[src/hw/wospt_pkg.sv]
// Package of constants and types for the wait one-shot PWM timer
package wospt_pkg;
  localparam int WOSPT_CW = 16;
  localparam logic [15:0] WOSPT_ZERO = 16'h0000;
  localparam logic [15:0] WOSPT_ONE = 16'h0001;
  localparam logic [15:0] WOSPT_MAX = 16'hFFFF;
  // Count source select codes
  localparam logic [2:0] WOSPT_SRC_DIV1 = 3'h0;
  localparam logic [2:0] WOSPT_SRC_DIV2 = 3'h1;
  localparam logic [2:0] WOSPT_SRC_DIV4 = 3'h2;
  localparam logic [2:0] WOSPT_SRC_DIV8 = 3'h3;
  localparam logic [2:0] WOSPT_SRC_DIV32 = 3'h4;
  localparam logic [2:0] WOSPT_SRC_EXT = 3'h5;
  localparam logic [2:0] WOSPT_SRC_FAST = 3'h6;
  // Trigger edge select codes
  localparam logic [1:0] WOSPT_TRG_OFF = 2'h0;
  localparam logic [1:0] WOSPT_TRG_RISE = 2'h1;
  localparam logic [1:0] WOSPT_TRG_FALL = 2'h2;
  localparam logic [1:0] WOSPT_TRG_BOTH = 2'h3;
  // Status flag positions
  localparam int WOSPT_FLG_A = 0;
  localparam int WOSPT_FLG_B = 1;
  localparam int WOSPT_FLG_C = 2;
  localparam int WOSPT_FLG_OVF = 3;
  localparam int WOSPT_NFLG = 4;
  localparam logic [3:0] WOSPT_FLG_NONE = 4'h0;
  localparam logic [4:0] WOSPT_PRE_ZERO = 5'h00;
  localparam int WOSPT_CAP_DLY = 2;

  typedef struct packed {
    logic [2:0] count_source_select;
    logic init_level_high;
    logic active_high;
    logic clear_select;
  } wospt_ctl1_t;

  typedef struct packed {
    logic [1:0] trigger_edge_select;
    logic count_stop_select;
  } wospt_ctl2_t;

  typedef struct packed {
    logic buffer_select_c;
    logic buffer_select_d;
  } wospt_mode_t;
endpackage : wospt_pkg

[src/hw/wospt_top.sv]
// Wait one-shot PWM timer with combined interrupt request
`timescale 1ns/1ps
// ==========================================================
// Summary of operation
// RULE1: Count on divided clock, fast osc, external edge
// RULE2: Untriggered period is period_reg plus one
// RULE3: Inactive for wait_point plus one after start
// RULE4: Active width is change point minus wait
// RULE5: Stop select ends count at period match
// RULE6: No trigger or no stop: start at once
// RULE7: Trigger and stop enabled: start waits for edge
// RULE8: Trigger edge rising, falling or both
// RULE9: Start bit cleared stops, initial level, keep
// RULE10: Flags on A, B, C matches and overflow
// RULE11: Pin B waveform, pin A trigger, C D idle
// RULE12: A period, B change, C wait, D buffer
// RULE13: Software never sets change equal to wait
// RULE14: Control one write drives initial level
// RULE15: Request set on enabled flag
// RULE16: Request drops when no enabled flag remains
// RULE17: Request stays one with further sources
// RULE18: Flags cleared only by software write
// RULE19: Match clear beats counter write
// RULE20: Software stops count before source change
// RULE21: Capture copy one to two clocks later
// RULE22: Software avoids mode write at period match
module wospt_top
  import wospt_pkg::*;
#(
  parameter int CW = 16
) (
  // Clock and reset
  input wire logic clk,
  input wire logic rst_n,
  // Count sources
  input wire logic fast_osc_clock,
  input wire logic external_count_clock_pin,
  // Pins
  input wire logic trigger_pin,
  input wire logic capture_pin,
  output logic pin_b,
  output logic pin_b_oe,
  // Control
  input wire logic count_start_bit,
  input wire logic ctl1_write,
  input wire wospt_pkg::wospt_ctl1_t timer_control_one,
  input wire wospt_pkg::wospt_ctl2_t timer_control_two,
  input wire wospt_pkg::wospt_mode_t timer_mode_reg,
  input wire logic waveform_enable,
  // Compare registers
  input wire logic [CW-1:0] period_reg,
  input wire logic [CW-1:0] change_point_reg,
  input wire logic [CW-1:0] wait_point_reg,
  input wire logic [CW-1:0] next_change_buffer_reg,
  // Counter write
  input wire logic count_write,
  input wire logic [CW-1:0] count_write_data,
  // Status and interrupt
  input wire logic [3:0] timer_irq_enables,
  input wire logic [3:0] flag_clear,
  output logic [3:0] timer_status_flags,
  output logic irq_request_bit,
  output logic [CW-1:0] count_value,
  output logic [CW-1:0] capture_value,
  output logic running
);
  import wospt_pkg::*;

  // ========================================================
  // Count source
  logic [4:0] prescale;
  logic ext_d, fast_d, trg_d, start_d, cap_d1, cap_d2;
  logic [CW-1:0] change_eff;

  wire ext_rise = external_count_clock_pin & ~ext_d;
  wire fast_rise = fast_osc_clock & ~fast_d;
  wire [2:0] src_sel = timer_control_one.count_source_select;
  logic tick;
  always_comb begin
    unique case (src_sel) // see RULE1
      WOSPT_SRC_DIV1: tick = 1'b1;
      WOSPT_SRC_DIV2: tick = prescale[0];
      WOSPT_SRC_DIV4: tick = &prescale[1:0];
      WOSPT_SRC_DIV8: tick = &prescale[2:0];
      WOSPT_SRC_DIV32: tick = &prescale;
      WOSPT_SRC_EXT: tick = ext_rise;
      WOSPT_SRC_FAST: tick = fast_rise;
      default: tick = 1'b0;
    endcase
  end

  // ========================================================
  // Start and trigger
  wire [1:0] tes = timer_control_two.trigger_edge_select;
  wire stop_sel = timer_control_two.count_stop_select;
  wire trg_rise = trigger_pin & ~trg_d;
  wire trg_fall = ~trigger_pin & trg_d;
  wire trg_hit = (tes == WOSPT_TRG_RISE && trg_rise) ||
                 (tes == WOSPT_TRG_FALL && trg_fall) ||
                 (tes == WOSPT_TRG_BOTH && (trg_rise || trg_fall)); // see RULE8
  wire trg_mode = (tes != WOSPT_TRG_OFF) && stop_sel;
  wire start_edge = count_start_bit & ~start_d;
  wire go_now = start_edge && !trg_mode; // see RULE6
  wire go_trg = count_start_bit && trg_mode && trg_hit && !running; // see RULE7
  wire trg_restart = go_trg;

  // ========================================================
  // Compare
  wire m_a = running && tick && count_value == period_reg;
  wire m_b = running && tick && count_value == change_eff;
  wire m_c = running && tick && count_value == wait_point_reg;
  wire ovf = running && tick && count_value == WOSPT_MAX;
  wire clr_a = m_a && timer_control_one.clear_select;
  wire stop_a = m_a && stop_sel; // see RULE5
  wire run_on = running && count_start_bit && !stop_a;
  wire [3:0] hits = {ovf, m_c, m_b, m_a}; // see RULE10

  logic [CW-1:0] next_count;
  always_comb begin
    next_count = count_value;
    if (trg_restart)
      next_count = WOSPT_ZERO;
    else if (clr_a || (m_a && stop_sel && timer_control_one.clear_select))
      next_count = WOSPT_ZERO; // see RULE19
    else if (count_write)
      next_count = count_write_data;
    else if (running && tick && !stop_a)
      next_count = count_value + WOSPT_ONE; // see RULE2
  end

  // ========================================================
  // Waveform
  wire init_lvl = timer_control_one.init_level_high;
  wire act_lvl = timer_control_one.active_high;
  logic next_pin;
  always_comb begin
    next_pin = pin_b;
    if (ctl1_write || !count_start_bit || stop_a || trg_restart)
      next_pin = init_lvl; // see RULE9 RULE14
    else if (m_c)
      next_pin = act_lvl; // see RULE3
    else if (m_b || m_a)
      next_pin = ~act_lvl; // see RULE4
  end

  // Change point comes from the buffer when buffer_select_d is set, loaded at each period end and while stopped
  wire [CW-1:0] next_change = timer_mode_reg.buffer_select_d ?
                              next_change_buffer_reg : change_point_reg;

  // ========================================================
  // Interrupt request is registered from the next flags and the enables
  wire [3:0] next_flags = (timer_status_flags & ~flag_clear) | hits;
  wire next_irq = |(next_flags & timer_irq_enables); // see RULE15 RULE16 RULE17

  always_ff @(posedge clk) begin
    if (!rst_n) begin
      prescale <= WOSPT_PRE_ZERO;
      ext_d <= 1'b0;
      fast_d <= 1'b0;
      trg_d <= 1'b0;
      start_d <= 1'b0;
      cap_d1 <= 1'b0;
      cap_d2 <= 1'b0;
      running <= 1'b0;
      count_value <= WOSPT_ZERO;
      capture_value <= WOSPT_ZERO;
      change_eff <= WOSPT_ZERO;
      pin_b <= 1'b0;
      pin_b_oe <= 1'b0;
      timer_status_flags <= WOSPT_FLG_NONE;
      irq_request_bit <= 1'b0;
    end else begin
      prescale <= prescale + 5'h01;
      ext_d <= external_count_clock_pin;
      fast_d <= fast_osc_clock;
      trg_d <= trigger_pin;
      start_d <= count_start_bit;
      running <= go_now || go_trg || run_on;
      count_value <= next_count;
      if (m_a || !running)
        change_eff <= next_change; // see RULE12
      pin_b <= next_pin;
      pin_b_oe <= waveform_enable; // see RULE11
      timer_status_flags <= next_flags; // see RULE18
      irq_request_bit <= next_irq;
      // Edge is seen one clock after the pin rises and copied on the next,
      // so the copy stays within the one to two clock window
      cap_d1 <= capture_pin;
      cap_d2 <= cap_d1;
      if (cap_d1 & ~cap_d2)
        capture_value <= count_value; // see RULE21
    end
  end
endmodule : wospt_top

[config.mk]
export PLATFORM = sky130hd
export DESIGN_NAME = wospt_top
export DESIGN_NICKNAME = d
export VERILOG_FILES = /design/src/hw/wospt_pkg.sv /design/src/hw/wospt_top.sv
export SDC_FILE = /design/constraint.sdc
export NUM_CORES = 1
export LEC_CHECK = 0
export BUFFER_PORTS_ARGS = -buffer_cell sky130_fd_sc_hd__buf_2
export CORE_MARGIN = 1
export CORE_UTILIZATION = 44
export DETAILED_ROUTE_END_ITERATION = 7
export PLACE_DENSITY = 0.76
export SLEW_MARGIN = 0
export SYNTH_ARGS = -nofsm -noshare
export SYNTH_HDL_FRONTEND = slang
export SYNTH_SLANG_ARGS = --single-unit
[constraint.sdc]
create_clock -name clk -period 2.25 [get_ports clk]
set_input_delay 0.3375 -clock clk [delete_from_list [all_inputs] [get_ports clk]]
set_output_delay 0.3375 -clock clk [all_outputs]
set_load 0.005 [all_outputs]
==> results of run 1 <==
how the worst max path moves through the flow:
stage,from,slack [ps],endpoint,cells past startpoint
4_1_cts,prescale[0],-20,change_eff[14],10
2_1_floorplan,prescale[0],50,irq_request_bit,10
6_report,prescale[0],40,change_eff[13],11
3_3_place_gp,prescale[0],-80,count_value[13],10
5_1_grt,prescale[0],-70,change_eff[13],11
3_5_place_dp,prescale[0],-160,count_value[12],10
cell usage after synthesis, types with 3 or more instances:
library cell / n / share of area (%)
a2111oi_2: 3 / 1.2
a211oi_1: 31 / 6.1
a211oi_2: 6 / 2.0
a21oi_1: 18 / 2.4
a31oi_1: 3 / 0.49
and2_1: 11 / 1.8
and3_1: 4 / 0.66
and4_1: 4 / 0.92
buf_1: 3 / 0.30
buf_2: 13 / 1.7
buf_6: 5 / 1.5
clkbuf_1: 13 / 1.3
dfxtp_1: 67 / 35
ha_1: 6 / 2.0
inv_1: 11 / 1.1
mux2i_1: 17 / 4.5
nand2_1: 42 / 4.2
nand2b_1: 4 / 0.66
nand3_1: 9 / 1.2
nand4_1: 7 / 1.2
nor2_1: 40 / 4.0
nor2b_1: 3 / 0.49
nor3_1: 3 / 0.40
nor4_1: 12 / 2.0
xnor2_1: 10 / 2.3
xor2_1: 50 / 12
final cells by class:
class | instances | area [µm²] | area share [%]
clock buffer | 13 | 168.9 | 3.217
clock inverter | 3 | 45.04 | 0.8580
inverter | 11 | 41.29 | 0.7865
multi-input combinational | 316 | 2346 | 44.69
sequential | 67 | 1344 | 25.60
tap | 105 | 131.4 | 2.502
timing repair buffer | 191 | 1174 | 22.35
critical path, stage by stage (launching register included):
cell and delay, ps:
dfxtp_2 350, ha_4 140, and3_4 190, ha_4 120, nor3_2 30, a211oi_2 270
o22ai_4 170, buf_12 170, o21ai_4 240, buf_12 160, nor2_1 50, a211oi_1 240
per-layer routing:
layer / share of wire, % / wire [µm]
met5: 0 / 0
met4: 2.8 / 335
met3: 6.9 / 825
met2: 48 / 5765
met1: 42 / 4984
power by group through the flow:
stage                     sequential [µW]  clock, µW  combinational, µW
after floorplan                      1320          0                335
after global placement               1340          0                565
after detailed placement             1340          0                578
after CTS                            1310       1080                603
after global routing                 1320       1140                690
final                                1320       1080                635
placed cells by master, fill, tap and decap left out, types with 2 or more instances in the layout:
cell          n
a31oi_1       3
clkinvlp_4    2
and3_1        3
clkbuf_16     2
a211oi_2     16
a2111oi_4     2
o22ai_1       2
a21oi_1      18
nand4_1       7
ha_1          4
clkbuf_8     12
and2_1       11
nor2b_1       3
inv_1        11
dfxtp_1      65
nor4_2        3
nor3b_1       2
o21bai_1      2
nor3_2        2
buf_4        34
buf_2       147
buf_12        3
a211oi_1     21
nand2_1      42
and4_1        4
nand3_1       9
o21ai_0       2
buf_6         4
mux2i_1      17
nand2b_1      4
xor2_1       50
nor2_1       40
nor4_1       10
xnor2_1      10
ha_4          2
dfxtp_2       2
cells by family (layout without fill, tap and decap cells):
kind of cell | count (synthesis) | in the layout
AOI/OAI and AO/OA | 83 | 84
adders and majority gates | 6 | 6
and+or+nand+nor | 149 | 149
buffers and inverters | 48 | 218
xor gates and xnor gates | 60 | 60
muxes | 17 | 17
DFF | 67 | 67
registers in the layout (all words and copies together), names as in the netlist:
| signal | cells |
|---|---|
| capture_value | 16 |
| change_eff | 16 |
| count_value | 16 |
| prescale | 5 |
| timer_status_flags | 4 |
| cap_d1 | 1 |
| cap_d2 | 1 |
| ext_d | 1 |
| fast_d | 1 |
| irq_request_bit | 1 |
| pin_b | 1 |
| pin_b_oe | 1 |
| running | 1 |
| start_d | 1 |
| trg_d | 1 |
metrics by stage:
stage	hold slack (ps)	instance area, µm²	cells	util (%)	setup slack (ps)
detailed placement	445.7	4772	683	57.50	-161.6
finish	193.4	5250	706	63.26	39.65
CTS	190.3	5089	702	61.31	-19.85
global route	194.8	5250	706	63.26	-69.29
global placement	441.5	4772	683	57.50	-80.28
floorplan	429.8	3799	430	-	50.01
what timing repair did:
action | 4_1_cts | 5_1_grt
hold buffers | 0 | 0
hold endpoints to repair | 0 | 0
setup endpoints to repair | 14 | 34
cloned | 2 | 2
pin swaps | 5 | 14
setup buffers | 2 | 2
resized for setup | 11 | 19
==> impl_metrics.toml, run 1 <==
[hold_path]
hold_path_depth = 2
hold_path.class = "primary input to flip-flop"
worstHoldStart = "waveform_enable"
hold-path-endpoint = "pin_b_oe"

[worst_setup_path]
required_ps = 2510
reg2reg_to = "change_eff[13]"
endpoint_kind = "flip-flop"
r2r_start = "prescale[0]"
r2r_setup_slack_ps = 40
start_kind = "flip-flop"
reg2reg_depth = 11
crit_arrival_ps = 2470
worst-path-max-fanout = 8
crit_type = "flip-flop to flip-flop"

[floorplanning]
ios = 149
die_h_um = 94.92
num_rows = 33
start_util_pct = 45.77
die_area_um2 = 9009
die_w_um = 94.92
core_area_um2 = 8299

[detailed_routing]
wl_per_cell_um = 16.87
drtPass1Iterations = 5
wl_mm = 11.91
route.detailed.drc = 0
avgViaCountPerCell = 5.422
antenna_left = 0
drtIter0Drc = 267
route.vias.total = 3828

[clocking]
clk_pin_slew_worst_paths_ps = 80
cts_max_level = 3
cts_buffer_depth = 2
cts_buffers = 9
root_buffer = "clkbuf_8"
clkLatencyLatePin_ps = 360
clock-sinks = 67
tritoncts = "built"

[global_routing]
grt_first_pass_wirelength_mm = 17.77
grt_max_degree = 39
grt_pass1_vias = 3530
gr-usage-met2_pct = 44.24
grt.met1_usage_pct = 33.19
grt_usage_pct = 26.46
antenna_found_initial = 0
overflow = 0
use_met3_pct = 5.153
top_usage_layer = "met2"

[synth]
syn_area_um2 = 3799
synthArstFlopShare_pct = 0
synth_fa_ha_area_share_pct = 1.976
ys_ff_latch = 67
synthMuxAreaShare_pct = 4.480
synth-simple-area-share_pct = 19.80
ys_seq_area_share_pct = 35.31
synth-xor-area-share_pct = 13.83
synth_compound_area_share_pct = 17.82
yosys_warnings = 0
synth_edf_count = 0
synthesis.nets = 545
syn-instance-count = 430
synthFlopType = "dfxtp_1"
syn_avg_cell_area_um2 = 8.834
synth_top_family_by_area = "simple AND/OR/NAND/NOR gates"
ys_types = 56

[placement]
io_buffers = 147
hpwl_mm = 8.834
finalWeightedCongestion = 0.9124

[sta]
finalSetupViolations = 0
fmax_mhz = 452.4
worst_pin_slew_ps = 576.3
hold_violations = 0
final.period_utilization_pct = 98.24
max-slew-margin-rel_pct = 61.58
report.final.slew_viol_count = 0
finalSetupTns_ps = 0
finalCriticalPeriod_ps = 2210
fin_skew_ps = 13.15

[power_and_ir_drop]
swShare_pct = 28.50
pwr-share-clk_pct = 35.6
power-per-cell-area_nw_per_um2 = 577.5
power_uw = 3032
comb_power_share_pct = 20.9
pwr-share-seq_pct = 43.5
p_switching_uw = 864.1
leakage_uw = 0.002429
p_int_uw = 2168
ir_drop_v = 0.0004075

[layout]
fillers = 715
syn2layout_area_growth_pct = 38.21
n_antenna_cell = 0
nNetsFinal = 711
drive_gt1_share_pct = 40.77

[status]
status = "completed"

[job]
maxCapViolations = 0
Note: power is estimated with default switching activity, not from simulation.
==> inputs of run 2 (changes only) <==
CELL_PAD_IN_SITES_DETAIL_PLACEMENT = 1   (was unset)
CELL_PAD_IN_SITES_GLOBAL_PLACEMENT = 1   (was unset)
CORE_UTILIZATION = 32   (was 44)
PLACE_DENSITY = unset   (was 0.76)
PLACE_DENSITY_LB_ADDON = 0.1   (was unset)
==> impl_metrics.toml, run 2 (synthesis results as in run 1) <==
[status]
status = "complete, but fails checks"
violations = "design-rule violations"

[hold_path]
hold_path.class = "primary input to flip-flop"
hold_path_depth = 2
hold-path-endpoint = "pin_b_oe"
worstHoldStart = "waveform_enable"

[worst_setup_path]
crit_arrival_ps = 2500
required_ps = 2500
worst-path-max-fanout = 6
reg2reg_depth = 10
r2r_start = "prescale[1]"
crit_type = "flip-flop to flip-flop"
endpoint_kind = "flip-flop"
start_kind = "flip-flop"
reg2reg_to = "count_value[11]"
r2r_setup_slack_ps = 0.8

[detailed_routing]
wl_mm = 13.90
drtIter0Drc = 162
avgViaCountPerCell = 5.145
antenna_left = 0
wl_per_cell_um = 18.65
route.vias.total = 3833
route.detailed.drc = 14
drtPass1Iterations = 6

[layout]
final_cell_mix = "buf_2, dfxtp_1, xor2_1, nand2_1, nor2_1"
final_common_cell = "buf_2"
drive_gt1_share_pct = 42.03
finish.instance_area_um2 = 5414
nNetsFinal = 712
top_regs = "capture_value: 16 flops, change_eff: 16 flops, count_value: 16 flops"
syn2layout_area_growth_pct = 42.52
n_antenna_cell = 0

[sta]
fmax_mhz = 444.6
finalSetupTns_ps = 0
report.final.slew_viol_count = 0
final.period_utilization_pct = 99.97
hold_violations = 0
rsz0062_at_grt = "true"
worst_pin_slew_ps = 654.6
setup_slack_ps = 0.7621
finalSetupViolations = 0
fin_skew_ps = 5.364
finalCriticalPeriod_ps = 2249
timing.hold.ws_ps = 214.7
max-slew-margin-rel_pct = 56.36

[placement]
place_area_um2 = 4797
finalWeightedCongestion = 0.8418
preCtsSetupSlack_ps = -142.4
io_buffers = 147
hpwl_mm = 10.56

[global_routing]
antenna_found_initial = 0
grt_pass1_vias = 3909
grt_usage_pct = 22.51
grt_first_pass_wirelength_mm = 21.07
overflow = 0
grt_max_degree = 39

[power_and_ir_drop]
p_switching_uw = 934.0
pwr-share-clk_pct = 42.8
leakage_uw = 0.002478
comb_power_share_pct = 18.8
p_int_uw = 2508
swShare_pct = 27.14
ir_drop_v = 0.0003838
power-per-cell-area_nw_per_um2 = 635.7
pwr-share-seq_pct = 38.4

[floorplanning]
num_rows = 39
die_h_um = 111.0
core_area_um2 = 11520
ios = 149
die_area_um2 = 12310
die_w_um = 111.0
start_util_pct = 32.99

[job]
maxCapViolations = 0

[clocking]
cts_hold_buf = 0
cts_max_level = 3
clkLatencyLatePin_ps = 330
tritoncts = "built"
clock-sinks = 67
clk_pin_slew_worst_paths_ps = 60
cts_buffer_depth = 2
root_buffer = "clkbuf_16"
cts_buffers = 9
==> run 2: final cells by class <==
type,count,area (µm²)
Fill cell,1379,6102
Multi-Input combinational cell,315,2362
Sequential cell,67,1345
Timing Repair Buffer,193,1172
Clock buffer,12,266.5
Tap cell,143,178.9
Clock inverter,4,47.55
Inverter,11,41.29
==> run 2: how the worst max path moves through the flow <==
stage | from | depth (start not counted) | to
after floorplan | prescale[0] | 10 | irq_request_bit
after global placement | prescale[0] | 10 | count_value[0]
after detailed placement | prescale[0] | 10 | count_value[13]
after CTS | prescale[0] | 11 | count_value[11]
after global routing | prescale[1] | 10 | count_value[11]
final | prescale[1] | 10 | count_value[11]
==> run 2: power groups by stage <==
stage                     combinational (µW)  sequential [µW]  clock, µW
after global routing                     710             1330       1550
after detailed placement                 599             1340          0
after CTS                                617             1320       1500
final                                    648             1320       1470
after floorplan                          335             1320          0
after global placement                   583             1340          0
==> run 2: timing repair <==
| item | CTS | global route |
|---|---|---|
| gates resized for setup | 17 | 20 |
| cloned | 1 | 2 |
| setup endpoints to repair | 16 | 30 |
| pin swaps | 5 | 27 |
| setup buffers | 5 | 5 |
==> run 2: stage by stage <==
step           util [%]  cells  total power [µW]
2_1_floorplan         -    430              1655
3_3_place_gp      41.66    718              1925
3_5_place_dp      41.66    718              1943
4_1_cts           45.63    739              3437
5_1_grt           47.01    745              3591
6_report          47.01    745              3442
==> run 2: worst max-delay path: stages, from the launching register on <==
cell and delay (ps):
dfxtp_2 350, ha_4 130, and3_4 200, ha_4 130, nor3_2 40, a211oi_2 310, o22ai_4 160, buf_6 170
a2111oi_4 350, xnor2_1 150, a211oi_2 180
==> run 2: per-layer routing <==
metal / GRT usage [%] / part of all wire, % / up-vias
li1: - / - / 1834
met1: 27.93 / 43 / 1853
met2: 38.07 / 49 / 116
met3: 4.046 / 4.2 / 30
met4: 9.863 / 3.2 / 0
met5: 0 / 0 / -
==> inputs of run 3 (changes only) <==
BUFFER_PORTS_ARGS = -buffer_cell sky130_fd_sc_hd__buf_4   (was -buffer_cell sky130_fd_sc_hd__buf_2)
==> impl_metrics.toml, run 3 (synthesis results as in run 1) <==
[floorplanning]
die_h_um = 111.0
start_util_pct = 32.99
ios = 149
die_area_um2 = 12310
num_rows = 39
core_area_um2 = 11520
die_w_um = 111.0

[power_and_ir_drop]
power-per-cell-area_nw_per_um2 = 634.5
power_uw = 3583
ir_drop_v = 0.0003350
leakage_uw = 0.002535

[detailed_routing]
antenna_left = 0
wl_mm = 13.77
avgViaCountPerCell = 5.085
route.detailed.drc = 14
route.vias.total = 3748
drtIter0Drc = 139
drtPass1Iterations = 6
wl_per_cell_um = 18.68

[global_routing]
grt_usage_pct = 22.63
grt_max_degree = 39
grt_pass1_vias = 3924
grt_first_pass_wirelength_mm = 21.07
antenna_found_initial = 0
overflow = 0

[worst_setup_path]
required_ps = 2510
crit_type = "flip-flop to flip-flop"
r2r_start = "prescale[0]"
start_kind = "flip-flop"
startpoint = "prescale[0]"
endpoint_kind = "flip-flop"
worst-path-max-fanout = 7
crit_arrival_ps = 2440

[placement]
io_buffers = 147
hpwl_mm = 10.72
finalWeightedCongestion = 0.8693

[sta]
worst_pin_slew_ps = 674.3
final.period_utilization_pct = 96.81
fmax_mhz = 459.1
finalSetupViolations = 0
fin_skew_ps = 4.357
report.final.slew_viol_count = 0
hold_violations = 0
finalCriticalPeriod_ps = 2178
max-slew-margin-rel_pct = 55.04

[layout]
drive_gt1_share_pct = 39.73
top_regs = "capture_value: 16 flops, change_eff: 16 flops, count_value: 16 flops"
final_core_util_pct = 49.03
n_antenna_cell = 0
final_cell_mix = "buf_4, dfxtp_1, xor2_1, nand2_1, nor2_1"
syn2layout_area_growth_pct = 48.65
nNetsFinal = 704
final_common_cell = "buf_4"

[clocking]
cts_buffers = 9
cts_buffer_depth = 2
clock-sinks = 67
root_buffer = "clkbuf_16"
clkLatencyLatePin_ps = 330
clk_pin_slew_worst_paths_ps = 60
cts_max_level = 3
cts_hold_buf = 0
tritoncts = "built"

[status]
violations = "design-rule violations"
status = "complete, but fails checks"

[hold_path]
hold_path.class = "primary input to flip-flop"
worstHoldStart = "external_count_clock_pin"

[job]
maxCapViolations = 0
-- run 3: changes by cell type in the layout (fill, tap and decap cells not counted), sizes merged --
cell    change
buf         -7
bufinv      +1
clkbuf      -1
clkinv      -1
-- run 3: through the flow --
stage               hold WS, ps  setup TNS (ps)  std cells  instance area (µm²)  worst slack (ps)
detailed placement        456.1          -481.7        716                 5150            -64.96
global route              216.5          -24.33        737                 5647            -16.78
finish                    212.9               0        737                 5647             71.77
floorplan                 429.8               0        430                 3799             50.01
global placement          446.5          -172.1        716                 5150            -34.89
CTS                       212.0               0        732                 5490             47.73
-- run 3: final cells by class --
class                      count  area (µm²)
sequential                    67        1344
fill                        1332        5869
timing repair buffer         185        1448
multi-input combinational    315        2306
clock buffer                  12       256.5
tap                          143       178.9
clock inverter                 4       72.57
inverter                      11       41.29
-- run 3: repair_timing --
item,in CTS,in global routing
cloned,0,1
setup endpoints to repair,16,31
gates resized for setup,3,19
setup buffers,0,4
pin swaps,1,4
-- run 3: final timing paths --
| path | to | slack, ps | depth (start not counted) |
|---|---|---|---|
| min reg2reg | capture_value[8] | 460 | 2 |
| max | count_value[2] | 70 | 11 |
| max reg2reg | count_value[2] | 70 | 11 |
| min | ext_d | 210 | 2 |
-- run 3: critical path: stages, from the launching register on --
cell and delay, ps:
dfxtp_2 320, ha_2 180, and3_4 180, ha_4 160
nor3_4 140, a211oi_4 60, o22ai_4 330, buf_12 180
a21oi_4 60, buf_4 160, and4_1 180, nor3_1 150
-- run 3: metal layers --
metal / track usage (%) / share of wire, % / routed length (µm)
met1: 26.78 / 42 / 5825
met5: 0 / 0 / 0
met4: 11.51 / 3.2 / 442
met2: 39.45 / 50 / 6928
met3: 3.609 / 4.2 / 573
-- run 3: where the power goes --
| group | switching [µW] | internal, µW | total [µW] |
|---|---|---|---|
| combinational | 331 | 360 | 691 |
| sequential | 65.6 | 1260 | 1320 |
| clock | 539 | 1030 | 1570 |
